File: config.mk
export PLATFORM = sky130hd
export DESIGN_NAME = pcg_regs
export DESIGN_NICKNAME = d
export VERILOG_FILES = /design/src/common/pcg_pkg.sv /design/src/logic/pcg_regs.sv
export VERILOG_INCLUDE_DIRS = /design/src /design/src/common
export SDC_FILE = /design/constraint.sdc
export NUM_CORES = 1
export LEC_CHECK = 0
export BUFFER_PORTS_ARGS = -buffer_cell sky130_fd_sc_hd__buf_4
export CORE_MARGIN = 4
export CORE_UTILIZATION = 52
export DETAILED_ROUTE_END_ITERATION = 16
export PLACE_DENSITY_LB_ADDON = 0.15
export SLEW_MARGIN = 30
export SYNTH_ARGS = -nofsm -noshare
export SYNTH_HDL_FRONTEND = slang
export SYNTH_SLANG_ARGS = --single-unit
export TNS_END_PERCENT = 100
File: constraint.sdc
create_clock -name clock -period 4.85 [get_ports clock]
set_input_delay 0.485 -clock clock [delete_from_list [all_inputs] [get_ports clock]]
set_output_delay 0.485 -clock clock [all_outputs]
set_load 0.005 [all_outputs]
File: src/common/pcg_consts.svh
`ifndef PCG_CONSTS_SVH
`define PCG_CONSTS_SVH

`define PCG_OFF_CTL 32'h0000005C
`define PCG_OFF_BWC 32'h0000005D
`define PCG_OFF_PRG 32'h0000005E

`define PCG_ADDR_CTL 12'h170
`define PCG_ADDR_BWC 12'h174
`define PCG_ADDR_PRG 12'h178

`define PCG_CTL_IE    7
`define PCG_CTL_FLAG  6
`define PCG_CTL_ON    5
`define PCG_CTL_BCS   4
`define PCG_BWC_AUTO  7
`define PCG_BWC_LOCK  6
`define PCG_BWC_TRK   5
`define PCG_BWC_XLD   4

`define PCG_MUL_RST   4'h6
`define PCG_VRS_RST   4'h6
`define PCG_CTL_LOW   4'hF

`define PCG_SW_CYC    3'h3

`endif

File: src/common/pcg_pkg.sv
`default_nettype none
package pcg_pkg;
	typedef enum logic [1:0] {
		PCG_ST_RUN  = 2'h0,
		PCG_ST_XHLD = 2'h1,
		PCG_ST_VHLD = 2'h3
	} pcg_sw_e;
	typedef logic [3:0] pcg_nib_t;
endpackage
`default_nettype wire

File: src/logic/pcg_regs.sv
// Implementation choice: the AXI4-Lite register port.
`timescale 1ns/100ps
`default_nettype none
`include "pcg_consts.svh"
module pcg_regs
	import pcg_pkg::*;
(
	// system
	input  wire logic        clock,
	input  wire logic        rst,
	// axi4-lite write address
	input  wire logic        s_axi_awvalid,
	output var  logic        s_axi_awready,
	input  wire logic [11:0] s_axi_awaddr,
	// axi4-lite write data
	input  wire logic        s_axi_wvalid,
	output var  logic        s_axi_wready,
	input  wire logic [31:0] s_axi_wdata,
	input  wire logic [3:0]  s_axi_wstrb,
	// axi4-lite write response
	output var  logic        s_axi_bvalid,
	input  wire logic        s_axi_bready,
	output var  logic [1:0]  s_axi_bresp,
	// axi4-lite read
	input  wire logic        s_axi_arvalid,
	output var  logic        s_axi_arready,
	input  wire logic [11:0] s_axi_araddr,
	output var  logic        s_axi_rvalid,
	input  wire logic        s_axi_rready,
	output var  logic [31:0] s_axi_rdata,
	output var  logic [1:0]  s_axi_rresp,
	// pll analog side
	input  wire logic        pll_lock_in,
	input  wire logic        pll_track_in,
	input  wire logic        crystal_active,
	input  wire logic        crystal_clock,
	input  wire logic        vco_clock,
	output var  logic        pll_enable,
	output var  logic        pll_auto_bw,
	output var  logic        pll_tracking,
	output var  logic [3:0]  feedback_ratio,
	output var  logic [3:0]  vco_range_select,
	// clock and interrupt
	output var  logic        base_clock_out,
	output var  logic        lock_irq
);

	typedef struct packed {
		logic        aw_got;
		logic [11:0] aw_addr;
		logic        w_got;
		logic [31:0] w_data;
		logic [3:0]  w_strb;
		logic        bvalid;
		logic        rvalid;
		logic [31:0] rdata;
		logic        ie;
		logic        flag;
		logic        on;
		logic        base_clock_select;
		logic        auto_bw;
		logic        trk_man;
		logic        crystal_loss_detect;
		logic        lock_q;
		pcg_nib_t    mul;
		pcg_nib_t    vrs;
		pcg_sw_e     sw;
		logic [2:0]  sw_cnt;
		logic        src_sel;
		logic        xc_q;
		logic        vc_q;
		logic        div;
		logic        irq;
		logic        awrdy;
		logic        wrdy;
		logic        arrdy;
		logic        en;
		pcg_nib_t    ratio;
	} pcg_state_s;

	pcg_state_s s_r;
	pcg_state_s s_nxt;

	// effective multiplier, zero treated as one
	function automatic pcg_nib_t pcg_mul_eff(input pcg_nib_t m);
		pcg_mul_eff = (m == 4'h0) ? 4'h1 : m;
	endfunction

	function automatic logic [7:0] pcg_ctl_val(input pcg_state_s s);
		logic ie_v;
		logic fl_v;
		ie_v = s.ie & s.auto_bw;
		fl_v = s.flag & s.auto_bw;
		pcg_ctl_val = {ie_v, fl_v, s.on, s.base_clock_select, `PCG_CTL_LOW};
	endfunction

	function automatic logic [7:0] pcg_bwc_val(input pcg_state_s s);
		logic lk;
		logic tk;
		lk = s.auto_bw & s.lock_q;
		tk = s.auto_bw ? pll_track_in : s.trk_man;
		pcg_bwc_val = {s.auto_bw, lk, tk, s.crystal_loss_detect & s.base_clock_select, 4'h0};
	endfunction

	logic       wr_go;
	logic       rd_go;
	logic [7:0] wb;
	logic       xc_edge;
	logic       vc_edge;

	always_comb begin
		s_nxt = s_r;
		wb = 8'h00;
		// address and data taken independently, answered when both held
		if (s_axi_awvalid && !s_r.aw_got && !s_r.bvalid) begin
			s_nxt.aw_got = 1'b1;
			s_nxt.aw_addr = s_axi_awaddr;
		end
		if (s_axi_wvalid && !s_r.w_got && !s_r.bvalid) begin
			s_nxt.w_got = 1'b1;
			s_nxt.w_data = s_axi_wdata;
			s_nxt.w_strb = s_axi_wstrb;
		end
		wr_go = s_r.aw_got && s_r.w_got && !s_r.bvalid;
		rd_go = s_axi_arvalid && !s_r.rvalid;
		if (s_r.bvalid && s_axi_bready)
			s_nxt.bvalid = 1'b0;
		if (s_r.rvalid && s_axi_rready)
			s_nxt.rvalid = 1'b0;

		// lock toggle tracking
		s_nxt.lock_q = pll_lock_in;
		if (s_r.auto_bw && (pll_lock_in != s_r.lock_q))
			s_nxt.flag = 1'b1;

		// read: a CTL read clears the flag unless a toggle lands now
		if (rd_go) begin
			s_nxt.rvalid = 1'b1;
			case (s_axi_araddr[11:2])
			10'(`PCG_OFF_CTL): begin
				s_nxt.rdata = {24'h0, pcg_ctl_val(s_r)};
				if (!(s_r.auto_bw && (pll_lock_in != s_r.lock_q)))
					s_nxt.flag = 1'b0;
			end
			10'(`PCG_OFF_BWC):
				s_nxt.rdata = {24'h0, pcg_bwc_val(s_r)};
			10'(`PCG_OFF_PRG):
				s_nxt.rdata = {24'h0, s_r.mul, s_r.vrs};
			default:
				s_nxt.rdata = 32'h00000000;
			endcase
		end

		if (wr_go) begin
			s_nxt.aw_got = 1'b0;
			s_nxt.w_got = 1'b0;
			s_nxt.bvalid = 1'b1;
			wb = s_r.w_data[7:0];
			if (s_r.w_strb[0]) begin
				case (s_r.aw_addr[11:2])
				10'(`PCG_OFF_CTL): begin
					if (s_r.auto_bw)
						s_nxt.ie = wb[`PCG_CTL_IE];
					// clear refused while selected, others still land
					if (!s_r.base_clock_select)
						s_nxt.on = wb[`PCG_CTL_ON];
					// select only from an already-on state
					if (s_r.on && s_r.vrs != 4'h0)
						s_nxt.base_clock_select = wb[`PCG_CTL_BCS];
					else if (!wb[`PCG_CTL_BCS])
						s_nxt.base_clock_select = 1'b0;
				end
				10'(`PCG_OFF_BWC): begin
					s_nxt.auto_bw = wb[`PCG_BWC_AUTO];
					// saved value untouched while auto runs
					if (!s_r.auto_bw)
						s_nxt.trk_man = wb[`PCG_BWC_TRK];
					if (wb[`PCG_BWC_XLD])
						s_nxt.crystal_loss_detect = 1'b0;
				end
				10'(`PCG_OFF_PRG): begin
					if (!s_r.on) begin
						s_nxt.mul = wb[7:4];
						s_nxt.vrs = wb[3:0];
					end
				end
				default: ;
				endcase
			end
		end
		if (!s_nxt.auto_bw)
			s_nxt.ie = 1'b0;

		// crystal loss: each XLD write while selected sets it if crystal_active is low, else clears it; deselect clears it
		if (s_r.base_clock_select && !crystal_active && wr_go && s_r.w_strb[0]
			&& s_r.aw_addr[11:2] == 10'(`PCG_OFF_BWC)
			&& s_r.w_data[`PCG_BWC_XLD])
			s_nxt.crystal_loss_detect = 1'b1;
		if (!s_r.base_clock_select)
			s_nxt.crystal_loss_detect = 1'b0;

		// zero range kills the pll and deselects the vco
		if (s_nxt.vrs == 4'h0)
			s_nxt.base_clock_select = 1'b0;
		if (s_nxt.base_clock_select)
			s_nxt.on = 1'b1;

		// source switch: pause 3 edges of each clock, then swap
		s_nxt.xc_q = crystal_clock;
		s_nxt.vc_q = vco_clock;
		xc_edge = crystal_clock && !s_r.xc_q;
		vc_edge = vco_clock && !s_r.vc_q;
		s_nxt.div = s_r.div;
		case (s_r.sw)
		PCG_ST_RUN: begin
			if (s_r.base_clock_select != s_r.src_sel) begin
				s_nxt.sw = PCG_ST_XHLD;
				s_nxt.sw_cnt = 3'h0;
			end else if (s_r.src_sel ? vc_edge : xc_edge)
				s_nxt.div = !s_r.div;
		end
		PCG_ST_XHLD: begin
			if (xc_edge)
				s_nxt.sw_cnt = s_r.sw_cnt + 3'h1;
			if (s_r.sw_cnt == `PCG_SW_CYC || !crystal_active) begin
				s_nxt.sw = PCG_ST_VHLD;
				s_nxt.sw_cnt = 3'h0;
			end
		end
		PCG_ST_VHLD: begin
			if (vc_edge || !s_r.on)
				s_nxt.sw_cnt = s_r.sw_cnt + 3'h1;
			if (s_r.sw_cnt == `PCG_SW_CYC) begin
				s_nxt.sw = PCG_ST_RUN;
				s_nxt.src_sel = s_r.base_clock_select;
			end
		end
		default:
			s_nxt.sw = PCG_ST_RUN;
		endcase

		s_nxt.irq = s_nxt.flag && s_nxt.ie && s_nxt.auto_bw;

		// outputs taken from next state so every pin but the tied-off bresp and rresp leaves a flop
		s_nxt.awrdy = !s_nxt.aw_got && !s_nxt.bvalid;
		s_nxt.wrdy = !s_nxt.w_got && !s_nxt.bvalid;
		s_nxt.arrdy = !s_nxt.rvalid;
		s_nxt.en = s_nxt.on && (s_nxt.vrs != 4'h0);
		s_nxt.ratio = pcg_mul_eff(s_nxt.mul);
	end

	always_ff @(posedge clock) begin
		if (rst) begin
			s_r <= '0;
			s_r.on <= 1'b1;
			s_r.mul <= `PCG_MUL_RST;
			s_r.vrs <= `PCG_VRS_RST;
			s_r.sw <= PCG_ST_RUN;
			s_r.awrdy <= 1'b1;
			s_r.wrdy <= 1'b1;
			s_r.arrdy <= 1'b1;
			s_r.en <= 1'b1;
			s_r.ratio <= `PCG_MUL_RST;
		end else begin
			s_r <= s_nxt;
		end
	end

	assign s_axi_awready = s_r.awrdy;
	assign s_axi_wready = s_r.wrdy;
	assign s_axi_bvalid = s_r.bvalid;
	assign s_axi_bresp = 2'h0;
	assign s_axi_arready = s_r.arrdy;
	assign s_axi_rvalid = s_r.rvalid;
	assign s_axi_rdata = s_r.rdata;
	assign s_axi_rresp = 2'h0;
	assign pll_enable = s_r.en;
	assign pll_auto_bw = s_r.auto_bw;
	assign pll_tracking = s_r.trk_man;
	assign feedback_ratio = s_r.ratio;
	assign vco_range_select = s_r.vrs;
	assign base_clock_out = s_r.div;
	assign lock_irq = s_r.irq;

	// assertions
	property p_ie_manual;
		@(posedge clock) disable iff (rst)
		!s_r.auto_bw |-> !s_r.ie;
	endproperty
	a_ie_manual: assert property (p_ie_manual)
		else $error("enable set in manual mode");

	property p_toggle_flag;
		@(posedge clock) disable iff (rst)
		(s_r.auto_bw && pll_lock_in != s_r.lock_q) |=> s_r.flag;
	endproperty
	a_toggle_flag: assert property (p_toggle_flag)
		else $error("lock toggle did not set flag");

	property p_irq;
		@(posedge clock) disable iff (rst)
		(s_r.flag && s_r.ie && s_r.auto_bw) |-> lock_irq;
	endproperty
	a_irq: assert property (p_irq)
		else $error("interrupt missing");

	property p_read_clear;
		@(posedge clock) disable iff (rst)
		(rd_go && s_axi_araddr == `PCG_ADDR_CTL && s_r.lock_q == pll_lock_in)
		|=> !s_r.flag;
	endproperty
	a_read_clear: assert property (p_read_clear)
		else $error("read did not clear flag");

	property p_bcs_on;
		@(posedge clock) disable iff (rst)
		s_r.base_clock_select |-> s_r.on && s_r.vrs != 4'h0;
	endproperty
	a_bcs_on: assert property (p_bcs_on)
		else $error("select without power or range");

	property p_bcs_rise;
		@(posedge clock) disable iff (rst)
		$rose(s_r.base_clock_select) |-> $past(s_r.on);
	endproperty
	a_bcs_rise: assert property (p_bcs_rise)
		else $error("select rose from off state");

	property p_prg_lock;
		@(posedge clock) disable iff (rst)
		s_r.on |=> $stable({s_r.mul, s_r.vrs});
	endproperty
	a_prg_lock: assert property (p_prg_lock)
		else $error("programming changed while on");

	property p_xld_sel;
		@(posedge clock) disable iff (rst)
		!s_r.base_clock_select |=> !s_r.crystal_loss_detect;
	endproperty
	a_xld_sel: assert property (p_xld_sel)
		else $error("crystal loss without vco select");

	property p_hold;
		@(posedge clock) disable iff (rst)
		(s_r.sw != PCG_ST_RUN) |=> $stable(s_r.div);
	endproperty
	a_hold: assert property (p_hold)
		else $error("output moved during switch");

	property p_ratio;
		@(posedge clock) disable iff (rst)
		feedback_ratio != 4'h0;
	endproperty
	a_ratio: assert property (p_ratio)
		else $error("ratio zero");
endmodule
`default_nettype wire

==> results.cfg <==
[place]
port_buffers = 66
place.gp.congestion = 0.7418
dpl.hpwl_um = 4336

[worst_setup_path]
cp_top_family = simple AND/OR/NAND/NOR gates
path_buf_inv = 0
endpoint_kind = flop
cp_max_fo = 12
slowest_delay_ns = 0.59
path_class = reg -> reg
critPathSlowestCell = or4bb_1
crit_chain = or4bb_1 -> nor4_4 -> mux2_2 -> o211ai_1 -> nand3_1
worstPathRequired_ns = 5.05
start_kind = flop
critical_path_arrival_ns = 2.60

[routing]
wire_per_inst_um = 13.23
drt_wl_total_um = 6018
drc = 0
vias = 2271
dr.pass1.iters = 4
ant_nets = 0
drt_iter0_markers = 117
via_per_inst = 4.991

[finish]
final_cell_mix = buf_4 (66), dfxtp_1 (65), nor2_1 (41)
area_growth_pct = 17.76
finish.net_count = 453
drive_gt1_share_pct = 23.76
diodes = 0
final_common_cell = buf_4
fillers = 520
final_util_pct = 63.70
seqCellArea_mm2 = 0.001301
multiInputGateArea_mm2 = 0.001428

[die]
core-area_mm2 = 0.005574
die_w_um = 84.15
die_area_mm2 = 0.007081
initial_core_util_pct = 54.10
io_pins = 126
dieHeight_um = 84.15
rows = 27

[run]
maxCapViolCount = 0

[pwr]
power_density_mw_per_mm2 = 327.6
ir_worst_vdd_mv = 0.2188
leakagePower_nw = 1.516

[global_routing]
grt_pass1_wl_um = 9915
grt_usage_pct = 17.13
antenna_found_initial = 0
first_global_vias = 2156
overflow = 0
grt_max_degree = 54

[logic_synthesis]
synth_area_mm2 = 0.003015
ys_seq_area_share_pct = 43.15
yosysWarnings = 0
yosysUniqueCellTypes = 42
netlist_instances = 331
ys_ff_latch = 65
synth_top_flop_cell = dfxtp_1
synth-edff-count = 0
synth_area_per_cell_um2 = 9.110
synthArstFlopShare_pct = 0

[clock_network]
cts_tree = yes
cts_made_buffers = 9
cts.sinks = 65
cts_max_path_buffers = 2
clock-root-buffer = clkbuf_8
clk_pin_slew_ns = 0.07
clock_latency_ns = 0.33
post_cts_buffers = 0
post_cts_resized = 0
cts_max_level = 3
hold_buffers = 0

[sta]
setup_tns_ns = 0
worst_pin_slew_ns = 0.9509
setup_violations = 0
max_slew_margin_pct = 36.33
hold_viol_final = 0
clock_skew_ns = 0.008986
min_period_over_period_pct = 49.56
fin_crit_ns = 2.404
rsz0062_at_grt = false
maxSlewViolCount = 0
max_freq_mhz = 416.1

[status]
status = finished clean

[worst_hold_path]
hp-class = in -> reg
routing by layer:
layer  up-vias  wire, µm  track usage (%)
met5         -         0                0
met4         0        81            7.310
met3         8       402            4.907
met2        67      2796            27.26
met1      1030      2737            21.70
li1       1166         -                -
cells by family after synthesis:
group | Yosys count | synth area share, %
buffers and inverters | 63 | 13.32
AND/OR/NAND/NOR | 121 | 20.83
adder cells (fa/ha/maj) | 2 | 0.8297
multiplexers | 36 | 12.07
AO/OA/AOI/OAI | 40 | 8.797
other | 1 | 0.1244
flip-flops | 65 | 43.15
XOR/XNOR | 3 | 0.8715
path summary, 6_finish.rpt:
path | from | end | cells after the start | slack (ns)
max | s_r[107] | s_r[31] | 5 | 2.45
min | s_axi_rready | s_axi_arready | 3 | 0.38
max reg2reg | s_r[107] | s_r[31] | 5 | 2.45
min reg2reg | s_axi_rdata[2] | s_axi_rdata[2] | 2 | 0.45
through the flow:
step	hold slack [ns]	worst slack (ns)	instances	total power [mW]	instance area, µm²
after floorplan	0.4323	2.609	358	0.6529	3117
after global placement	0.4425	2.500	440	0.6801	3332
after detailed placement	0.4459	2.472	440	0.6822	3334
after CTS	0.3735	2.451	455	1.172	3545
after global routing	0.3781	2.307	455	1.208	3551
final	0.3766	2.446	455	1.163	3551
power by group:
group / total (mW) / switching [mW] / internal [mW]
Clock: 0.493 / 0.192 / 0.300
Combinational: 0.101 / 0.0484 / 0.0525
Sequential: 0.570 / 0.0169 / 0.553
Total: 1.16 / 0.258 / 0.906
cell usage after synthesis, types with 7 or more instances:
library cell / n / share of area, %
buf_4: 44 / 11
nand3_1: 7 / 1.2
dfxtp_1: 65 / 43
nor3_1: 8 / 1.3
clkbuf_1: 10 / 1.2
nor2_1: 41 / 5.1
mux2i_1: 33 / 11
inv_1: 7 / 0.87
nand2_1: 29 / 3.6
nor2b_1: 7 / 1.5
a21oi_1: 14 / 2.3
layout make-up:
type,instances,area share [%]
tap,72,2.537
inverter,7,0.7400
clock inverter,3,1.832
multi-input combinational,230,40.20
clock buffer,12,4.087
timing repair buffer,66,13.95
sequential,65,36.65
flip-flops by register name, indices dropped and copies added, names as in the netlist:
signal,flops
base_clock_out,1
feedback_ratio,4
lock_irq,1
pll_auto_bw,1
pll_enable,1
pll_tracking,1
s_axi_arready,1
s_axi_awready,1
s_axi_bvalid,1
s_axi_rdata,8
s_axi_rvalid,1
s_axi_wready,1
s_r,39
vco_range_select,4
tightest hold or removal path: cells and delay by family:
kind	cells	cell delay (ns)
and+or+nand+nor	1	0.07
AOI/OAI and AO/OA	1	0.05
buffers and inverters	1	0.08
Power figures use the tool's default switching activity.
